===== config.mk =====
export PLATFORM = sky130hd
export DESIGN_NAME = sbst_tap
export DESIGN_NICKNAME = d
export VERILOG_FILES = /design/src/sbst_pkg.sv /design/src/sbst_fifo.sv /design/src/sbst_tap.sv
export SDC_FILE = /design/constraint.sdc
export NUM_CORES = 1
export LEC_CHECK = 0
export ABC_AREA = 1
export ABC_CLOCK_PERIOD_IN_PS = 3580
export BUFFER_PORTS_ARGS = -buffer_cell sky130_fd_sc_hd__clkbuf_2
export CAP_MARGIN = 30
export CORE_ASPECT_RATIO = 0.6
export CORE_MARGIN = 1.5
export CORE_UTILIZATION = 50
export CTS_CLUSTER_DIAMETER = 80
export DETAILED_ROUTE_END_ITERATION = 7
export PLACE_DENSITY = 0.73
export SYNTH_ARGS = -nofsm -noshare
export SYNTH_HDL_FRONTEND = slang
export SYNTH_SLANG_ARGS = --single-unit

===== constraint.sdc =====
create_clock -name clk_i -period 3.58 [get_ports clk_i]
set_clock_uncertainty 0.2 [all_clocks]
set_input_delay 0.716 -clock clk_i [delete_from_list [all_inputs] [get_ports clk_i]]
set_output_delay 0.716 -clock clk_i [all_outputs]
set_load 0.01 [all_outputs]

===== src/sbst_pkg.sv =====
// sbst_pkg: shared constants and types for the boundary-scan test port.
// assumes: included before every other file of the block.
package sbst_pkg;
  // ==========================================================
  // instruction codes, three bits wide
  localparam int IR_W = 3;
  localparam logic [2:0] INS_EXTEST = 3'h0;
  localparam logic [2:0] INS_IDCODE = 3'h1;
  localparam logic [2:0] INS_SAMPLEZ = 3'h2;
  localparam logic [2:0] INS_PRIV3 = 3'h3;
  localparam logic [2:0] INS_SAMPLE = 3'h4;
  localparam logic [2:0] INS_PRIV5 = 3'h5;
  localparam logic [2:0] INS_PRIV6 = 3'h6;
  localparam logic [2:0] INS_BYPASS = 3'h7;
  // capture pattern loaded into the instruction shifter
  localparam logic [2:0] IR_CAPTURE = 3'h1;
  localparam logic [2:0] IR_RESET = INS_IDCODE;
  // identification code width; the value itself is a top parameter
  localparam int ID_W = 32;
  // reset-state entry: consecutive high mode-select edges
  localparam int RST_EDGES = 5;
  // ==========================================================
  // controller states
  typedef enum logic [3:0] {
    ST_RESET, ST_IDLE, ST_SEL_DR, ST_CAP_DR, ST_SH_DR, ST_EX1_DR, ST_PAU_DR,
    ST_EX2_DR, ST_UPD_DR, ST_SEL_IR, ST_CAP_IR, ST_SH_IR, ST_EX1_IR,
    ST_PAU_IR, ST_EX2_IR, ST_UPD_IR
  } sbst_state_t;
  // synchronised pin samples travelling together
  typedef struct packed {
    logic tck;
    logic tms;
    logic tdi;
  } sbst_pins_t;
endpackage : sbst_pkg


===== src/sbst_fifo.sv =====
// sbst_fifo: small valid/ready FIFO carrying shifted-out bits to the pin.
// assumes: single clock, same domain as both sides.
`timescale 1ns/1ps
module sbst_fifo #(
  parameter int WIDTH = 1,
  parameter int DEPTH = 4
) (
  input wire logic clk_i,
  input wire logic nrst_i,
  input wire logic en_i,
  input wire logic flush_i,
  input wire logic [WIDTH-1:0] in_data_i,
  input wire logic in_valid_i,
  output logic in_ready_o,
  output logic [WIDTH-1:0] out_data_o,
  output logic out_valid_o,
  input wire logic out_ready_i
);
  localparam int AW = $clog2(DEPTH);
  // ==========================================================
  // storage and pointers
  logic [WIDTH-1:0] mem_ff [DEPTH];
  logic [AW-1:0] wr_ff, nxt_wr, rd_ff, nxt_rd;
  logic [AW:0] cnt_ff, nxt_cnt;
  logic push, pop;

  assign in_ready_o = cnt_ff != (AW+1)'(DEPTH);
  assign out_valid_o = cnt_ff != '0;
  assign out_data_o = mem_ff[rd_ff];
  assign push = in_valid_i && in_ready_o;
  assign pop = out_valid_o && out_ready_i;

  // pointer arithmetic; flush drops everything queued
  always_comb begin
    nxt_wr = wr_ff;
    nxt_rd = rd_ff;
    nxt_cnt = cnt_ff;
    if (flush_i) begin
      nxt_wr = '0;
      nxt_rd = '0;
      nxt_cnt = '0;
    end else begin
      if (push) nxt_wr = (wr_ff == AW'(DEPTH-1)) ? '0 : wr_ff + 1'b1;
      if (pop) nxt_rd = (rd_ff == AW'(DEPTH-1)) ? '0 : rd_ff + 1'b1;
      nxt_cnt = cnt_ff + (AW+1)'(push) - (AW+1)'(pop);
    end
  end

  // registers only
  always_ff @(posedge clk_i or negedge nrst_i) begin
    if (!nrst_i) begin
      wr_ff <= '0;
      rd_ff <= '0;
      cnt_ff <= '0;
    end else if (en_i) begin
      wr_ff <= nxt_wr;
      rd_ff <= nxt_rd;
      cnt_ff <= nxt_cnt;
      if (push && !flush_i) mem_ff[wr_ff] <= in_data_i;
    end
  end
endmodule : sbst_fifo


===== src/sbst_tap.sv =====
// sbst_tap: boundary-scan test access port of the memory device.
// assumes: test pins arrive unsynchronised; clk_i is much faster than the
// test clock; boundary cells are supplied by the memory ring as vectors.
// Behaviour
// RULE1: act on test-clock rise, output on fall
// RULE2: mode-select sampled on rise, pulled high
// RULE3: serial input pulled up, enters register MSB
// RULE4: instruction chooses the serial-path register
// RULE5: only one register in the path
// RULE6: serial output is LSB, changes on fall
// RULE7: output driver enabled only while shifting
// RULE8: five high mode-select edges reach reset
// RULE9: test reset leaves memory operation alone
// RULE10: power-up reset, serial output high impedance
// RULE11: board disables port by holding clock low
// RULE12: follow the standard boundary-scan controller
// RULE13: three-bit instruction, identify default, capture 01
// RULE14: single bypass bit, cleared on capture
// RULE15: identification code captured and shifted
// RULE16: instruction takes effect only after update
// RULE17: sixteen-state controller stepped by mode-select
`timescale 1ns/1ps
module sbst_tap import sbst_pkg::*; #(
  parameter int BSR_W = 110,
  parameter logic [31:0] ID_CODE = 32'h0000_0001 // arbitrary value
) (
  input wire logic clk_i,
  input wire logic nrst_i,
  input wire logic en_i,
  input wire logic tck_i,
  input wire logic tms_i,
  input wire logic tdi_i,
  input wire logic [BSR_W-1:0] ring_i,
  output logic tdo_o,
  output logic tdo_oe_o,
  output logic [BSR_W-1:0] preload_o,
  output logic [IR_W-1:0] instr_o,
  output logic test_reset_o
);
  // ==========================================================
  // pin synchronisers; first stage feeds only the second
  sbst_pins_t meta_ff, sync_ff, prev_ff;
  logic rise, fall;
  always_ff @(posedge clk_i or negedge nrst_i) begin
    if (!nrst_i) begin
      meta_ff <= '{tck: 1'b0, tms: 1'b1, tdi: 1'b1}; // pull-ups read high, see RULE2 see RULE3
      sync_ff <= '{tck: 1'b0, tms: 1'b1, tdi: 1'b1};
      prev_ff <= '{tck: 1'b0, tms: 1'b1, tdi: 1'b1};
    end else if (en_i) begin
      meta_ff <= '{tck: tck_i, tms: tms_i, tdi: tdi_i};
      sync_ff <= meta_ff;
      prev_ff <= sync_ff;
    end
  end
  // edges of the test clock; a clock held low never steps anything
  assign rise = en_i && sync_ff.tck && !prev_ff.tck; // see RULE1 see RULE11
  assign fall = en_i && !sync_ff.tck && prev_ff.tck; // see RULE1

  // ==========================================================
  // controller
  sbst_state_t st_ff, nxt_st;
  always_comb begin
    nxt_st = st_ff;
    if (rise) begin
      // standard sixteen-state walk, see RULE12 see RULE17 see RULE2
      case (st_ff)
        ST_RESET: nxt_st = sync_ff.tms ? ST_RESET : ST_IDLE;
        ST_IDLE: nxt_st = sync_ff.tms ? ST_SEL_DR : ST_IDLE;
        ST_SEL_DR: nxt_st = sync_ff.tms ? ST_SEL_IR : ST_CAP_DR;
        ST_CAP_DR: nxt_st = sync_ff.tms ? ST_EX1_DR : ST_SH_DR;
        ST_SH_DR: nxt_st = sync_ff.tms ? ST_EX1_DR : ST_SH_DR;
        ST_EX1_DR: nxt_st = sync_ff.tms ? ST_UPD_DR : ST_PAU_DR;
        ST_PAU_DR: nxt_st = sync_ff.tms ? ST_EX2_DR : ST_PAU_DR;
        ST_EX2_DR: nxt_st = sync_ff.tms ? ST_UPD_DR : ST_SH_DR;
        ST_UPD_DR: nxt_st = sync_ff.tms ? ST_SEL_DR : ST_IDLE;
        ST_SEL_IR: nxt_st = sync_ff.tms ? ST_RESET : ST_CAP_IR;
        ST_CAP_IR: nxt_st = sync_ff.tms ? ST_EX1_IR : ST_SH_IR;
        ST_SH_IR: nxt_st = sync_ff.tms ? ST_EX1_IR : ST_SH_IR;
        ST_EX1_IR: nxt_st = sync_ff.tms ? ST_UPD_IR : ST_PAU_IR;
        ST_PAU_IR: nxt_st = sync_ff.tms ? ST_EX2_IR : ST_PAU_IR;
        ST_EX2_IR: nxt_st = sync_ff.tms ? ST_UPD_IR : ST_SH_IR;
        ST_UPD_IR: nxt_st = sync_ff.tms ? ST_SEL_DR : ST_IDLE;
        default: nxt_st = ST_RESET;
      endcase
    end
  end

  // ==========================================================
  // scan registers, updated on test-clock rise only; the instruction is also forced to identify while in reset
  logic [IR_W-1:0] irs_ff, nxt_irs, ir_ff, nxt_ir;
  logic [ID_W-1:0] ids_ff, nxt_ids;
  logic [BSR_W-1:0] bsr_ff, nxt_bsr, pre_ff, nxt_pre;
  logic byp_ff, nxt_byp;
  logic sel_bit; // the one bit presented to the output path
  always_comb begin
    nxt_irs = irs_ff;
    nxt_ir = ir_ff;
    nxt_ids = ids_ff;
    nxt_bsr = bsr_ff;
    nxt_pre = pre_ff;
    nxt_byp = byp_ff;
    if (rise) begin
      case (st_ff)
        ST_RESET: nxt_ir = IR_RESET; // identify after reset, see RULE13
        ST_CAP_IR: nxt_irs = IR_CAPTURE; // see RULE13
        ST_SH_IR: nxt_irs = {sync_ff.tdi, irs_ff[IR_W-1:1]}; // MSB in, see RULE3
        ST_UPD_IR: nxt_ir = irs_ff; // only here does it take effect, see RULE16
        ST_CAP_DR: begin
          if (ir_ff == INS_IDCODE) nxt_ids = ID_CODE; // see RULE15
          else if (ir_ff == INS_EXTEST || ir_ff == INS_SAMPLE || ir_ff == INS_SAMPLEZ)
            nxt_bsr = ring_i;
          else nxt_byp = 1'b0; // bypass and private codes share it, see RULE14
        end
        ST_SH_DR: begin
          // only the selected register moves, see RULE4 see RULE5
          if (ir_ff == INS_IDCODE) nxt_ids = {sync_ff.tdi, ids_ff[ID_W-1:1]}; // see RULE15
          else if (ir_ff == INS_EXTEST || ir_ff == INS_SAMPLE || ir_ff == INS_SAMPLEZ)
            nxt_bsr = {sync_ff.tdi, bsr_ff[BSR_W-1:1]}; // see RULE3
          else nxt_byp = sync_ff.tdi; // see RULE14
        end
        ST_UPD_DR: begin
          if (ir_ff == INS_EXTEST || ir_ff == INS_SAMPLE) nxt_pre = bsr_ff;
        end
        default: nxt_ir = ir_ff;
      endcase
    end
    // identify is held for as long as the controller rests in reset
    if (st_ff == ST_RESET) nxt_ir = IR_RESET; // see RULE13
    // output path multiplexer: least significant bit of one register
    if (st_ff == ST_SH_IR) sel_bit = irs_ff[0]; // see RULE6 see RULE5
    else if (ir_ff == INS_IDCODE) sel_bit = ids_ff[0];
    else if (ir_ff == INS_EXTEST || ir_ff == INS_SAMPLE || ir_ff == INS_SAMPLEZ)
      sel_bit = bsr_ff[0];
    else sel_bit = byp_ff;
  end

  // ==========================================================
  // falling-edge launch stage into the FIFO; drives only while shifting
  logic shifting, q_valid, q_ready, q_data, f_ready, nxt_tdo, nxt_oe;
  logic tdo_ff, oe_ff;
  logic test_rst_ff, nxt_test_rst; // registered so the output comes from a flop
  assign shifting = st_ff == ST_SH_DR || st_ff == ST_SH_IR;
  // the FIFO keeps ordering if the pin side is ever held back
  sbst_fifo #(.WIDTH(1), .DEPTH(4)) u_outq (
    .clk_i(clk_i),
    .nrst_i(nrst_i),
    .en_i(en_i),
    .flush_i(st_ff == ST_RESET),
    .in_data_i(sel_bit),
    .in_valid_i(fall && shifting),
    .in_ready_o(f_ready),
    .out_data_o(q_data),
    .out_valid_o(q_valid),
    .out_ready_i(q_ready)
  );
  assign q_ready = 1'b1;
  always_comb begin
    nxt_tdo = tdo_ff;
    nxt_oe = oe_ff;
    if (q_valid) nxt_tdo = q_data; // changes two clocks after the fall, see RULE6
    if (fall) nxt_oe = shifting && f_ready; // see RULE7
    // follows the next state so it moves on the same edge as the controller
    nxt_test_rst = nxt_st == ST_RESET; // see RULE9
  end

  // registers only; reset is the power-up test reset, see RULE10
  always_ff @(posedge clk_i or negedge nrst_i) begin
    if (!nrst_i) begin
      st_ff <= ST_RESET;
      irs_ff <= '0;
      ir_ff <= IR_RESET;
      ids_ff <= '0;
      bsr_ff <= '0;
      pre_ff <= '0;
      byp_ff <= 1'b0;
      tdo_ff <= 1'b0;
      oe_ff <= 1'b0;
      test_rst_ff <= 1'b1;
    end else if (en_i) begin
      st_ff <= nxt_st;
      irs_ff <= nxt_irs;
      ir_ff <= nxt_ir;
      ids_ff <= nxt_ids;
      bsr_ff <= nxt_bsr;
      pre_ff <= nxt_pre;
      byp_ff <= nxt_byp;
      tdo_ff <= nxt_tdo;
      oe_ff <= nxt_oe;
      test_rst_ff <= nxt_test_rst;
    end
  end
  assign tdo_o = tdo_ff;
  assign tdo_oe_o = oe_ff;
  assign preload_o = pre_ff;
  assign instr_o = ir_ff;
  // memory side only observes; nothing here gates its operation, see RULE9
  assign test_reset_o = test_rst_ff;

  // ==========================================================
  // assertions
  localparam logic [2:0] HI_MAX = 3'(RST_EDGES);
  logic [2:0] hi_cnt_ff; // high mode-select rises in a row, saturating
  always_ff @(posedge clk_i or negedge nrst_i) begin
    if (!nrst_i) hi_cnt_ff <= '0;
    else if (rise && !sync_ff.tms) hi_cnt_ff <= '0;
    else if (rise && hi_cnt_ff != HI_MAX) hi_cnt_ff <= hi_cnt_ff + 3'h1;
  end
endmodule : sbst_tap


Yosys cells after proc, flatten, opt, wreduce, memory -nomap -nowiden:

Memory sizes are Yosys's and may differ from the RTL's. A register that Yosys moved wholly into a read port is not among the register bits.
Index checks and enable logic that the tools add are counted.

* add/sub/neg operators: 4
* eq/ne operators: 29
* mux-type cells: 44
* reduce and logical (&&, ||, !) cells: 39

Operators by type and width (number)
* 110-bit two-way mux: 4
* 110-bit one-hot mux with 2 select lines: 1
* 32-bit two-way mux: 2
* 32-bit one-hot mux with 2 select lines: 1
* 4-bit one-hot mux with 12 select lines: 1
* 4-bit equality test, second input constant: 8
* 4-bit two-way mux: 5
* 2-bit two-way mux: 9
* 3-bit two-way mux: 6
* 4-bit by 3-bit equality test with 1-bit output, second input constant: 4
* 2-bit inequality test, second input constant: 8
* 7-bit AND reduction: 2
* 1-bit two-way mux: 13
* 2-bit nonzero test: 6
* 1-bit logical AND: 9
* 4-bit by 2-bit equality test with 1-bit output, second input constant: 2
* 4-bit zero test: 2
* 2-bit AND reduction: 4
* 3-bit one-hot mux with 2 select lines: 1
* 3-bit AND reduction: 2
* 5-bit AND reduction: 1
* 2-bit by 1-bit adder with 2-bit output, second input constant: 2
* 2-bit equality test, second input constant: 2
* 4-bit by 1-bit equality test with 1-bit output, second input constant: 1
* other kinds (14): 20

* bits in registers: 279
* memory bits (writable): 4
* bits of input ports: 116
* output and inout bits: 116
* logic and storage cells: 136
* memories kept: 1

Memories
* u_outq.mem_ff: depth 4, bits a word 1, read ports 1, clocked after Yosys merged registers in 1, write ports 1, line sbst_fifo.sv:22 `logic [WIDTH-1:0] mem_ff [DEPTH];`

Depth between registers and ports, before layout:

Gate-level depths: netlist of the first run.

* depth after elaboration: 10
* gate-level depth with buffers: 12
* mapped depth without buffers: 11

By module:

From an unflattened synthesis of the first run, not the netlist that was laid out.

* cells, all modules: 1352
* area, all modules: 12555.8 um^2

Modules (own cells, without submodules)
* sbst_tap: times used 1, cells an instance 1274, area an instance 11885.1 um^2, seq. area each 6839.1 um^2
* sbst_fifo: times used 1, cells an instance 78, area an instance 670.6 um^2, seq. area each 295.3 um^2

Worst setup path after synthesis of the first run:

OpenSTA, ideal clock, no wires.

* path kind: in2reg
* start point: input port en_i
* end point: register u_outq.cnt_ff[2]
* setup time: 0.131 ns
* arrival time: 2.023 ns
* data required time: 3.249 ns
* path slack: 1.226 ns
* stages: 9
* path buffers: 1
* path through: inv_1 nor3_1 and3_1 clkbuf_1 ha_1 inv_1 fa_1 xor2_1 o22ai_1

* word-level cells in the longest chain between the ends: 7

Ends and longest elaborated chain
* start: declaration: line sbst_tap.sv:29 `input wire logic en_i,`
* 1-bit logical AND (2 in a row): line sbst_tap.sv:57 `assign fall = en_i && !sync_ff.tck && prev_ff.tck;`
* 1-bit logical AND: line sbst_tap.sv:150 `.in_valid_i(fall && shifting),`
* 1-bit logical AND: line sbst_fifo.sv:30 `assign push = in_valid_i && in_ready_o;`
* 3-bit by 1-bit adder with 3-bit output: line sbst_fifo.sv:45 `nxt_cnt = cnt_ff + (AW+1)'(push) - (AW+1)'(pop);`
* 3-bit by 1-bit subtractor with 3-bit output: line sbst_fifo.sv:45
* 3-bit two-way mux: line sbst_fifo.sv:38 `if (flush_i) begin`
* end signal: assignment: line sbst_fifo.sv:58 `cnt_ff <= nxt_cnt;`
* end: declaration: line sbst_fifo.sv:24 `logic [AW:0] cnt_ff, nxt_cnt;`

Parallel ways exist; a longest one is shown, timed or not.
A chain may end at the register's enable or synchronous reset.

Worst setup path after layout of the first run:

* start point: register st_ff[2]
* end point: register bsr_ff[65]

* word-level cells in the longest chain between the ends: 3
* elaborated cells on any way between the ends: 9
* those cells by class: eq/ne (6); mux (1); reduce/logical (2)

Ends and longest elaborated chain
* start: declaration: line sbst_tap.sv:61 `sbst_state_t st_ff, nxt_st;`
* start signal: assignment: line sbst_tap.sv:180 `st_ff <= nxt_st;`
* 4-bit by 2-bit equality test with 1-bit output / 4-bit by 3-bit equality test with 1-bit output (equally long branches): line sbst_tap.sv:103 `case (st_ff)`
* 2-bit inequality test (no line) / 2-bit nonzero test (equally long branches)
* 7-bit AND reduction (no line)
* end signal: assignment: line sbst_tap.sv:184 `bsr_ff <= nxt_bsr;`
* end: declaration: line sbst_tap.sv:92 `logic [BSR_W-1:0] bsr_ff, nxt_bsr, pre_ff, nxt_pre;`

Parallel ways exist; a longest one is shown, timed or not.

==> metrics.md, run 1 <==
| Metric | Value |
|---|---|
| Total grt overflow | `0` |
| Total count of max-transition violations in the final report | `0` |
| Chip height | `127 µm` |
| Cell leakage power | `7.12 nW` |
| Number of placed cells counting well taps | `1930` |
| Global route hottest layer | `met1` |
| Overall fraction of global-route tracks in use | `21.8%` |
| Pin count of the biggest net entering global routing | `168` |
| Nets in the synthesized netlist | `1567` |
| CTS tree | `built` |
| Final net count | `1755` |
| Worst endpoint data arrival time | `2900 ps` |
| Final Cycle Share | `75.2%` |
| Global-route wire length before repair | `47.2 mm` |
| Clock buffer count from CTS | `27` |
| Max transition margin | `24.1%` |
| Antenna violations before repair | `0` |
| Met1 layer usage reported by global route | `32.5%` |
| Effective utilization at floorplan | `51.0%` |
| Number of maximum-capacitance constraint violations | `0` |
| Unrepaired setup endpoints after global routing | `false` |
| Required @ worst endpoint | `3780 ps` |
| Count of inserted antenna diode cells | `0` |
| Initial drt markers | `635` |
| Total wire length after detailed routing | `28.9 mm` |
| Number of global-route vias before repair | `9121` |
| Type of the setup path with the least slack | `reg2reg` |
| Number of sinks on the clock net | `284` |
| Number of levels in the clock H-tree | `1` |
| Die extent in x | `210 µm` |
| Final total negative setup slack | `0 ps` |
| Met2 GRT Util | `32.1%` |
| Wirelength per Cell | `14.6 µm` |
| Peak Freq | `371 MHz` |
| Total number of vias | `9827` |
| Via density per instance | `4.96` |
| Post-layout instance count excluding filler cells | `1980` |
| Post-route setup slack | `887 ps` |
| Min Tclk post-route | `2690 ps` |
| Kind of start point of the critical path | `flip-flop` |
| Routability Congestion | `0.851` |
| Least-Margin Pin Slew | `1140 ps` |
| Yosys warning total | `0` |
| Number of failing setup endpoints in the final timing report | `0` |
| Post-synthesis cell count | `1443` |
| Fillcell total | `2222` |
| Post-synthesis sequential area ratio | `55.3%` |
| Total half-perimeter wirelength after legalization and detailed placement | `19.2 mm` |
| Clock transition at the registers of the reported paths | `60 ps` |
| Proportion of layout cells with a drive suffix above 1 | `29.6%` |
| Post-DRT Antenna Nets | `0` |
| Number of I/O port buffers | `231` |
| Clock Tree Root | `clkbuf_16` |
| Post-synthesis instance area | `12900 µm²` |
| Crit end category | `flip-flop` |
| Average cell area after synthesis | `8.95 µm²` |
| Number of buffers on the longest clock path | `3` |
| Insertion delay to the later sink of the worst-skew pair | `550 ps` |
| Top library cells by usage in the layout, fill and taps aside | `nand2_1 (364), dfrtp_1 (274), clkbuf_2 (230), o21ai_0 (220), inv_1 (149)` |
| Row cnt | `45` |
| Highest fanout seen on the critical path | `94` |
| Total of flip-flops plus latches after synthesis | `284` |
| Layout overhead on the synthesized area | `16.8%` |
| Pwr Density | `604 nW/µm²` |
| Top Ports | `232` |
| Cell variety after synth | `33` |
| Sum of internal, switching and leakage power | `0.00911 W` |
| DRC violation count after routing | `0` |
| Number of detailed-routing iterations run before antenna repair | `5` |
| Most common cell after layout, fill and taps aside | `nand2_1` |
| Number of instances resized during post-cts repair | `0` |
| Worst hold path type | `in2reg` |
| Area inside the core boundary | `25300 µm²` |
| Met3 GRT Util | `4.82%` |
| Status | `finished clean` |
| Total count of hold-check failures in the final report | `0` |
| Die ar. | `26800 µm²` |
| DP Worst Slack | `607 ps` |
| Maximum vdd drop | `0.319 mV` |
-- cell usage after synthesis --
cell      number  area [µm²]
a21oi_1        8        40.0
a21oi_2        1        8.76
a31oi_1        1        6.26
and3_1         1        6.26
buf_2         27         135
buf_4          2        15.0
buf_6         21         236
buf_8          1        15.0
clkbuf_1      36         135
dfrtp_1      274        6860
dfstp_2        6         158
edfxtp_1       4         120
fa_1           1        20.0
ha_1           7        87.6
inv_1        149         559
inv_2          3        11.3
nand2_1      365        1370
nand2_2       91         569
nand3_1       17        85.1
nand4_1        1        6.26
nor2_1        31         116
nor2_2         2        12.5
nor2_4         2        22.5
nor3_1         2        10.0
o211ai_1       1        7.51
o21ai_0      220        1100
o21ai_1       72         360
o21ai_2       90         788
o22ai_1        3        18.8
o32ai_1        1        8.76
or2_2          1        6.26
or4_1          1        7.51
xor2_1         1        8.76
-- metrics by stage --
step / hold WS (ps) / area (µm²) / utilization [%]
floorplan: 220 / 12900 / -
global placement: 260 / 14200 / 55.9
detailed placement: 267 / 14200 / 55.9
CTS: 136 / 15100 / 59.5
global route: 153 / 15100 / 59.5
finish: 158 / 15100 / 59.5
-- final timing paths --
path	start	to	slack, ps	cells past startpoint
max	st_ff[2]	bsr_ff[65]	890	8
min	tms_i	meta_ff[1]	160	3
max reg2reg	st_ff[2]	bsr_ff[65]	890	8
min reg2reg	meta_ff[0]	sync_ff[0]	270	2
max in group asynchronous	nrst_i	preload_o[37]	1670	3
min in group asynchronous	nrst_i	preload_o[21]	520	2
-- worst max-delay path, stage by stage, from the launching register on --
cell and delay (ps):
dfrtp_1 470, inv_1 100, nor2_2 140, nand2_1 280, a21oi_2 360, nand2_4 380, buf_12 360, nand2_1 100
o21ai_0 90
-- cells by family after synthesis --
family	Yosys count	synth area share, %
flops	284	55.3
fa+ha+maj	8	0.833
compound gates	397	18.1
xor+xnor	1	0.0679
buf+inv	239	8.58
simple gates	514	17.1
-- where the power goes --
| group | switching, W | internal [W] |
|---|---|---|
| combinational | 0.00144 | 0.000721 |
| sequential | 0.000305 | 0.00371 |
| clock | 0.00123 | 0.00170 |
-- final cells by class --
cell class | count | area (µm²) | area share, %
Clock buffer | 38 | 798 | 5.29
Clock inverter | 11 | 109 | 0.722
Inverter | 152 | 576 | 3.82
Multi-Input combinational cell | 920 | 4680 | 31.0
Sequential cell | 284 | 7130 | 47.3
Tap cell | 329 | 412 | 2.73
Timing Repair Buffer | 246 | 1370 | 9.08
-- registers in the layout, indices dropped and copies added, names as in the netlist, 2 cells and up --
register and count:
u_outq.cnt_ff 3, ids_ff 32, preload_o 110, bsr_ff 110, irs_ff 3, meta_ff 3
st_ff 4, instr_o 3, u_outq.rd_ff 2, sync_ff 3, u_outq.wr_ff 2, u_outq.mem_ff 4
-- what timing repair did --
item	CTS	global route
hold endpoints to repair	58	0
hold buffers	1	0
endpoints found under the setup margin	0	0
buffers inserted	0	0
-- routing by layer --
layer	vias to the layer above	wire, µm
met5	-	0
met4	0	655
met3	47	1710
met2	234	12400
met1	4581	14100
li1	4965	-
Note: power is estimated with default switching activity, not from simulation.
==> inputs of run 2 (changes only) <==
ABC_CLOCK_PERIOD_IN_PS = 2270   (was 3580)
PLACE_DENSITY = 0.76   (was 0.73)
clock period = 2.27 ns   (was 3.58 ns; I/O delays follow)
==> metrics.md, run 2 (synthesis results as in run 1) <==
| Metric | Value |
|---|---|
| Status | `finished clean` |
| Peak Freq | `452 MHz` |
| Final net count | `1787` |
| Top Ports | `232` |
| Number of maximum-capacitance constraint violations | `0` |
| Highest fanout seen on the critical path | `48` |
| Number of detailed-routing iterations run before antenna repair | `5` |
| Antenna violations before repair | `1` |
| Top library cells by usage in the layout, fill and taps aside | `nand2_1 (362), dfrtp_1 (274), clkbuf_2 (230), o21ai_0 (220), inv_1 (147)` |
| Number of sinks on the clock net | `284` |
| Effective utilization at floorplan | `51.0%` |
| Layout overhead on the synthesized area | `20.1%` |
| Overall fraction of global-route tracks in use | `21.8%` |
| Fillcell total | `2159` |
| Number of levels in the clock H-tree | `1` |
| Most common cell after layout, fill and taps aside | `nand2_1` |
| DRC violation count after routing | `0` |
| Critical path cell sequence | `dlygate4sd3_1 > clkbuf_2 > nand2_1 > nor2_4 > inv_2 > or4_4 > buf_12 > nand2_2 > o21ai_2` |
| Count of inserted antenna diode cells | `0` |
| Number of failing setup endpoints in the final timing report | `0` |
| Pwr Density | `939 nW/µm²` |
| Post-route core utilization | `61.2%` |
| Die extent in x | `210 µm` |
| Proportion of layout cells with a drive suffix above 1 | `30.7%` |
| Worst hold path type | `in2reg` |
| Type of the setup path with the least slack | `in2reg` |
| Clock buffer count from CTS | `27` |
| Insertion delay to the later sink of the worst-skew pair | `550 ps` |
| Total count of max-transition violations in the final report | `0` |
| Final Cycle Share | `97.4%` |
| Delay contributed by the slowest stage of the critical path | `560 ps` |
| Maximum vdd drop | `0.495 mV` |
| Total count of hold-check failures in the final report | `0` |
| Startpoint of the lowest-slack register-to-register path | `u_outq.cnt_ff[2]` |
| Area inside the core boundary | `25300 µm²` |
| Min Tclk post-route | `2210 ps` |
| Required @ worst endpoint | `2500 ps` |
| Pin count of the biggest net entering global routing | `89` |
| Worst endpoint data arrival time | `2440 ps` |
| Capture point of the critical path | `preload_o[64]` |
| Row cnt | `45` |
| FF-to-FF End | `u_outq.cnt_ff[2]` |
| Total wire length after detailed routing | `29.4 mm` |
| Post-route setup slack | `58.8 ps` |
| Routability Congestion | `0.841` |
| Clock transition at the registers of the reported paths | `60 ps` |
| Initial drt markers | `888` |
| Number of I/O port buffers | `231` |
| Wirelength per Cell | `14.6 µm` |
| DP Worst Slack | `9.11 ps` |
| Via density per instance | `4.99` |
| Total grt overflow | `0` |
| Total half-perimeter wirelength after legalization and detailed placement | `19.6 mm` |
| Total number of vias | `10000` |
| Number of buffers on the longest clock path | `3` |
| Post-DRT Antenna Nets | `0` |
| Max transition margin | `65.2%` |
| Die ar. | `26800 µm²` |
| Cell leakage power | `7.33 nW` |
| Clock Tree Root | `clkbuf_16` |
| Chip height | `127 µm` |
| CTS tree | `built` |
| Worst setup startpoint | `en_i` |
| Worst r2r path cells | `11` |
| Least-Margin Pin Slew | `522 ps` |
| Tightest hold margin | `19.8 ps` |
| Global-route wire length before repair | `47.9 mm` |
| Crit end category | `flip-flop` |
| Kind of start point of the critical path | `primary input` |
| Flop-to-flop setup slack | `90 ps` |
| Cell type of the slowest stage on the worst timing path | `or4_4` |
| Number of global-route vias before repair | `9399` |
==> run 2: final cells by class <==
| cell class | instances | area [µm²] | area share [%] |
|---|---|---|---|
| Clock inverter | 9 | 76.3 | 0.492 |
| Clock buffer | 41 | 838 | 5.41 |
| Multi-Input combinational cell | 920 | 4710 | 30.4 |
| Sequential cell | 284 | 7130 | 46.0 |
| Timing Repair Buffer | 278 | 1760 | 11.4 |
| Tap cell | 329 | 412 | 2.65 |
| Inverter | 152 | 576 | 3.71 |
==> run 2: worst min path at each step <==
stage / startpoint / endpoint / slack (ps) / depth (start not counted)
6_report: ring_i[84] / bsr_ff[84] / 20 / 3
3_5_place_dp: nrst_i / bsr_ff[14] / 160 / 1
2_1_floorplan: nrst_i / bsr_ff[0] / -40 / 0
3_3_place_gp: nrst_i / bsr_ff[14] / 160 / 1
5_1_grt: ring_i[84] / bsr_ff[84] / 10 / 3
4_1_cts: ring_i[84] / bsr_ff[84] / 0.4 / 3
==> run 2: report_power, final <==
part | switching (W) | leakage [nW] | internal (W) | total [W]
Combinational | 0.00236 | 3.00 | 0.00129 | 0.00365
Sequential | 0.000450 | 3.87 | 0.00585 | 0.00630
Clock | 0.00195 | 0.458 | 0.00266 | 0.00461
Total | 0.00476 | 7.33 | 0.00980 | 0.0146
==> run 2: per-stage QoR <==
step                std cells  power [W]  area [µm²]  setup TNS [ps]
global placement         1947    0.00982       14400               0
global route             2013     0.0155       15500          -0.273
CTS                      2011     0.0146       15400               0
floorplan                1443    0.00882       12900               0
finish                   2013     0.0146       15500               0
detailed placement       1947    0.00992       14400               0
==> run 2: metal layers <==
layer	share of wire, %	up-vias	global-route usage (%)	wire length, µm
li1	-	5053	-	-
met1	49	4687	32.6	14300
met2	44	255	32.9	12800
met3	5.9	41	4.72	1750
met4	1.7	2	4.20	497
met5	0.037	-	0	11
==> run 2: critical path: cells and delay by family <==
kind	cells	cell delay, ps
AND/OR/NAND/NOR	4	900
buffers and inverters	4	980
AO/OA/AOI/OAI	1	50
==> run 2: repair_timing <==
| item | CTS | global route |
|---|---|---|
| pin swaps | 0 | 3 |
| hold buffers | 14 | 0 |
| gates resized for setup | 1 | 10 |
| buffers inserted | 0 | 1 |
| setup endpoints to repair | 1 | 29 |
| gates cloned | 0 | 1 |
| hold endpoints to repair | 47 | 0 |
==> inputs of run 3 (changes only) <==
--- a/config.mk
+++ b/config.mk
@@ -16,4 +16,5 @@
 export DETAILED_ROUTE_END_ITERATION = 7
 export PLACE_DENSITY = 0.76
+export RECOVER_POWER = 50
 export SYNTH_ARGS = -nofsm -noshare
 export SYNTH_HDL_FRONTEND = slang
==> constraint.sdc (replaced) <==
create_clock -name clk_i -period 2.27 [get_ports clk_i]
set_clock_uncertainty 0.2 [all_clocks]
set_input_delay 0.3405 -clock clk_i [delete_from_list [all_inputs] [get_ports clk_i]]
set_output_delay 0.3405 -clock clk_i [all_outputs]
set_load 0.01 [all_outputs]
==> metrics.md, run 3 (synthesis results as in run 1) <==
| Metric | Value |
|---|---|
| Total grt overflow | `0` |
| Insertion delay to the later sink of the worst-skew pair | `540 ps` |
| Global route hottest layer | `met2` |
| Die ar. | `26800 µm²` |
| Maximum vdd drop | `0.561 mV` |
| Share of total power in sequential cells | `43.8%` |
| Total number of vias | `10600` |
| CTS tree | `built` |
| Number of global-route vias before repair | `10300` |
| Post-DRT Antenna Nets | `0` |
| Type of the setup path with the least slack | `reg2reg` |
| Count of inserted antenna diode cells | `0` |
| DP Worst Slack | `84.4 ps` |
| Min Tclk post-route | `2180 ps` |
| Chip height | `127 µm` |
| Via density per instance | `5.03` |
| Sequential cell area in the final layout | `7130 µm²` |
| Cell repeated most along the worst path | `nand2_2` |
| Overall fraction of global-route tracks in use | `23.5%` |
| Crit end category | `flip-flop` |
| Pwr Density | `888 nW/µm²` |
| Area occupied by multi-input gates | `4680 µm²` |
| Total half-perimeter wirelength after legalization and detailed placement | `19.9 mm` |
| Wirelength per Cell | `14.8 µm` |
| Met2 GRT Util | `37.6%` |
| Total stage count of the critical path | `6` |
| Fillcell total | `2083` |
| Row cnt | `45` |
| Number of sinks on the clock net | `284` |
| Cell type of the slowest stage on the worst timing path | `or4_4` |
| Proportion of layout cells with a drive suffix above 1 | `25.3%` |
| Total wire length after detailed routing | `31.3 mm` |
| Total count of max-transition violations in the final report | `0` |
| Status | `finished clean` |
| Clock buffer count from CTS | `27` |
| Initial drt markers | `706` |
| Met3 GRT Util | `4.50%` |
| Number of levels in the clock H-tree | `1` |
| Delay contributed by the slowest stage of the critical path | `580 ps` |
| Unrepaired setup endpoints after global routing | `true` |
| Clock Tree Root | `clkbuf_16` |
| Required @ worst endpoint | `2490 ps` |
| Met1 layer usage reported by global route | `33.2%` |
| Post-layout instance count excluding filler cells | `2110` |
| Kind of start point of the critical path | `flip-flop` |
| Total placed instance area | `14400 µm²` |
| Top library cells by usage in the layout, fill and taps aside | `nand2_1 (363), dfrtp_1 (274), o21ai_0 (220), clkbuf_2 (181), inv_1 (148)` |
| Switching portion of total power | `33.2%` |
| Number of detailed-routing iterations run before antenna repair | `5` |
| Total count of hold-check failures in the final report | `0` |
| Max transition margin | `22.1%` |
| Final total negative setup slack | `0 ps` |
| Number of buffers on the longest clock path | `3` |
| Highest fanout seen on the critical path | `64` |
| Number of I/O port buffers | `231` |
| Final Cell Area | `16300 µm²` |
| Worst hold path type | `in2async` |
| Post-CTS Setup Bufs | `0` |
| Worst Path Buf+Inv | `1` |
| Top Ports | `232` |
| Antenna violations before repair | `0` |
| Least-Margin Pin Slew | `1170 ps` |
| Cell Int Power | `0.00964 W` |
| Fraction of power consumed by combinational cells | `26.2%` |
| Clock power frac | `30.0%` |
| Tightest hold margin | `28.8 ps` |
| CP top delay family | `simple AND/OR/NAND/NOR gates` |
| Worst r2r path cells | `6` |
| Final net count | `1885` |
| Number of placed cells counting well taps | `1946` |
| Global-route wire length before repair | `51.4 mm` |
| Number of failing setup endpoints in the final timing report | `0` |
| DRC violation count after routing | `0` |
| Routability Congestion | `0.896` |
| Layout overhead on the synthesized area | `25.9%` |
| Number of maximum-capacitance constraint violations | `0` |
| Area inside the core boundary | `25300 µm²` |
| Critical path cell sequence | `nor2_2 > nand2_2 > or4_4 > buf_12 > nand2_2 > o21ai_2` |
| Cell leakage power | `7.49 nW` |
| Power spent charging and discharging nets | `0.00480 W` |
| Post-route setup slack | `92.0 ps` |
| Final Cycle Share | `95.9%` |
| Most common cell after layout, fill and taps aside | `nand2_1` |
| Effective utilization at floorplan | `51.0%` |
| Clock transition at the registers of the reported paths | `60 ps` |
| Peak Freq | `459 MHz` |
| Die extent in x | `210 µm` |
| Pin count of the biggest net entering global routing | `111` |
| Worst endpoint data arrival time | `2390 ps` |
==> run 3: cell types whose count changed in the layout (fill, tap and decap cells not counted), sizes merged <==
cell,delta
buf,-7
bufinv,-1
clkbuf,+4
clkinv,+1
clkinvlp,-1
dlygate4sd3,+101
==> run 3: cell type report <==
class	count	share of cell area, %
sequential	284	43.9
timing repair buffer	376	16.1
inverter	152	3.54
clock inverter	8	0.269
tap	329	2.53
clock buffer	41	4.91
multi-input combinational	920	28.8
==> run 3: metal layers <==
layer  part of all wire, %  wire length (µm)
met5                     0                 0
met4                   2.4               754
met3                   5.5              1720
met2                    46             14400
met1                    46             14400
==> run 3: what timing repair did <==
item,CTS,global route
hold endpoints to repair,392,0
endpoints found under the setup margin,0,26
hold buffers,115,0
gates resized for setup,0,3
==> run 3: power groups by stage <==
stage	sequential, W	clock, W	combinational, W
final	0.00633	0.00433	0.00378
after global placement	0.00636	0	0.00348
after CTS	0.00631	0.00446	0.00379
after global routing	0.00642	0.00466	0.00438
after detailed placement	0.00640	0	0.00359
after floorplan	0.00631	0	0.00252
==> run 3: through the flow <==
stage,utilization [%],total power [W]
2_1_floorplan,-,0.00882
3_3_place_gp,56.7,0.00984
3_5_place_dp,56.7,0.00999
4_1_cts,64.5,0.0146
5_1_grt,64.2,0.0155
6_report,64.2,0.0144
==> run 3: final timing paths <==
kind / slack (ps) / to / startpoint
worst min register to register: 260 / sync_ff[0] / meta_ff[0]
max in group asynchronous: 460 / preload_o[103] / nrst_i
worst max register to register: 90 / preload_o[66] / st_ff[0]
worst max-delay path: 90 / preload_o[66] / st_ff[0]
worst min-delay path: 30 / bsr_ff[18] / nrst_i
min in group clk_i: 260 / sync_ff[0] / meta_ff[0]
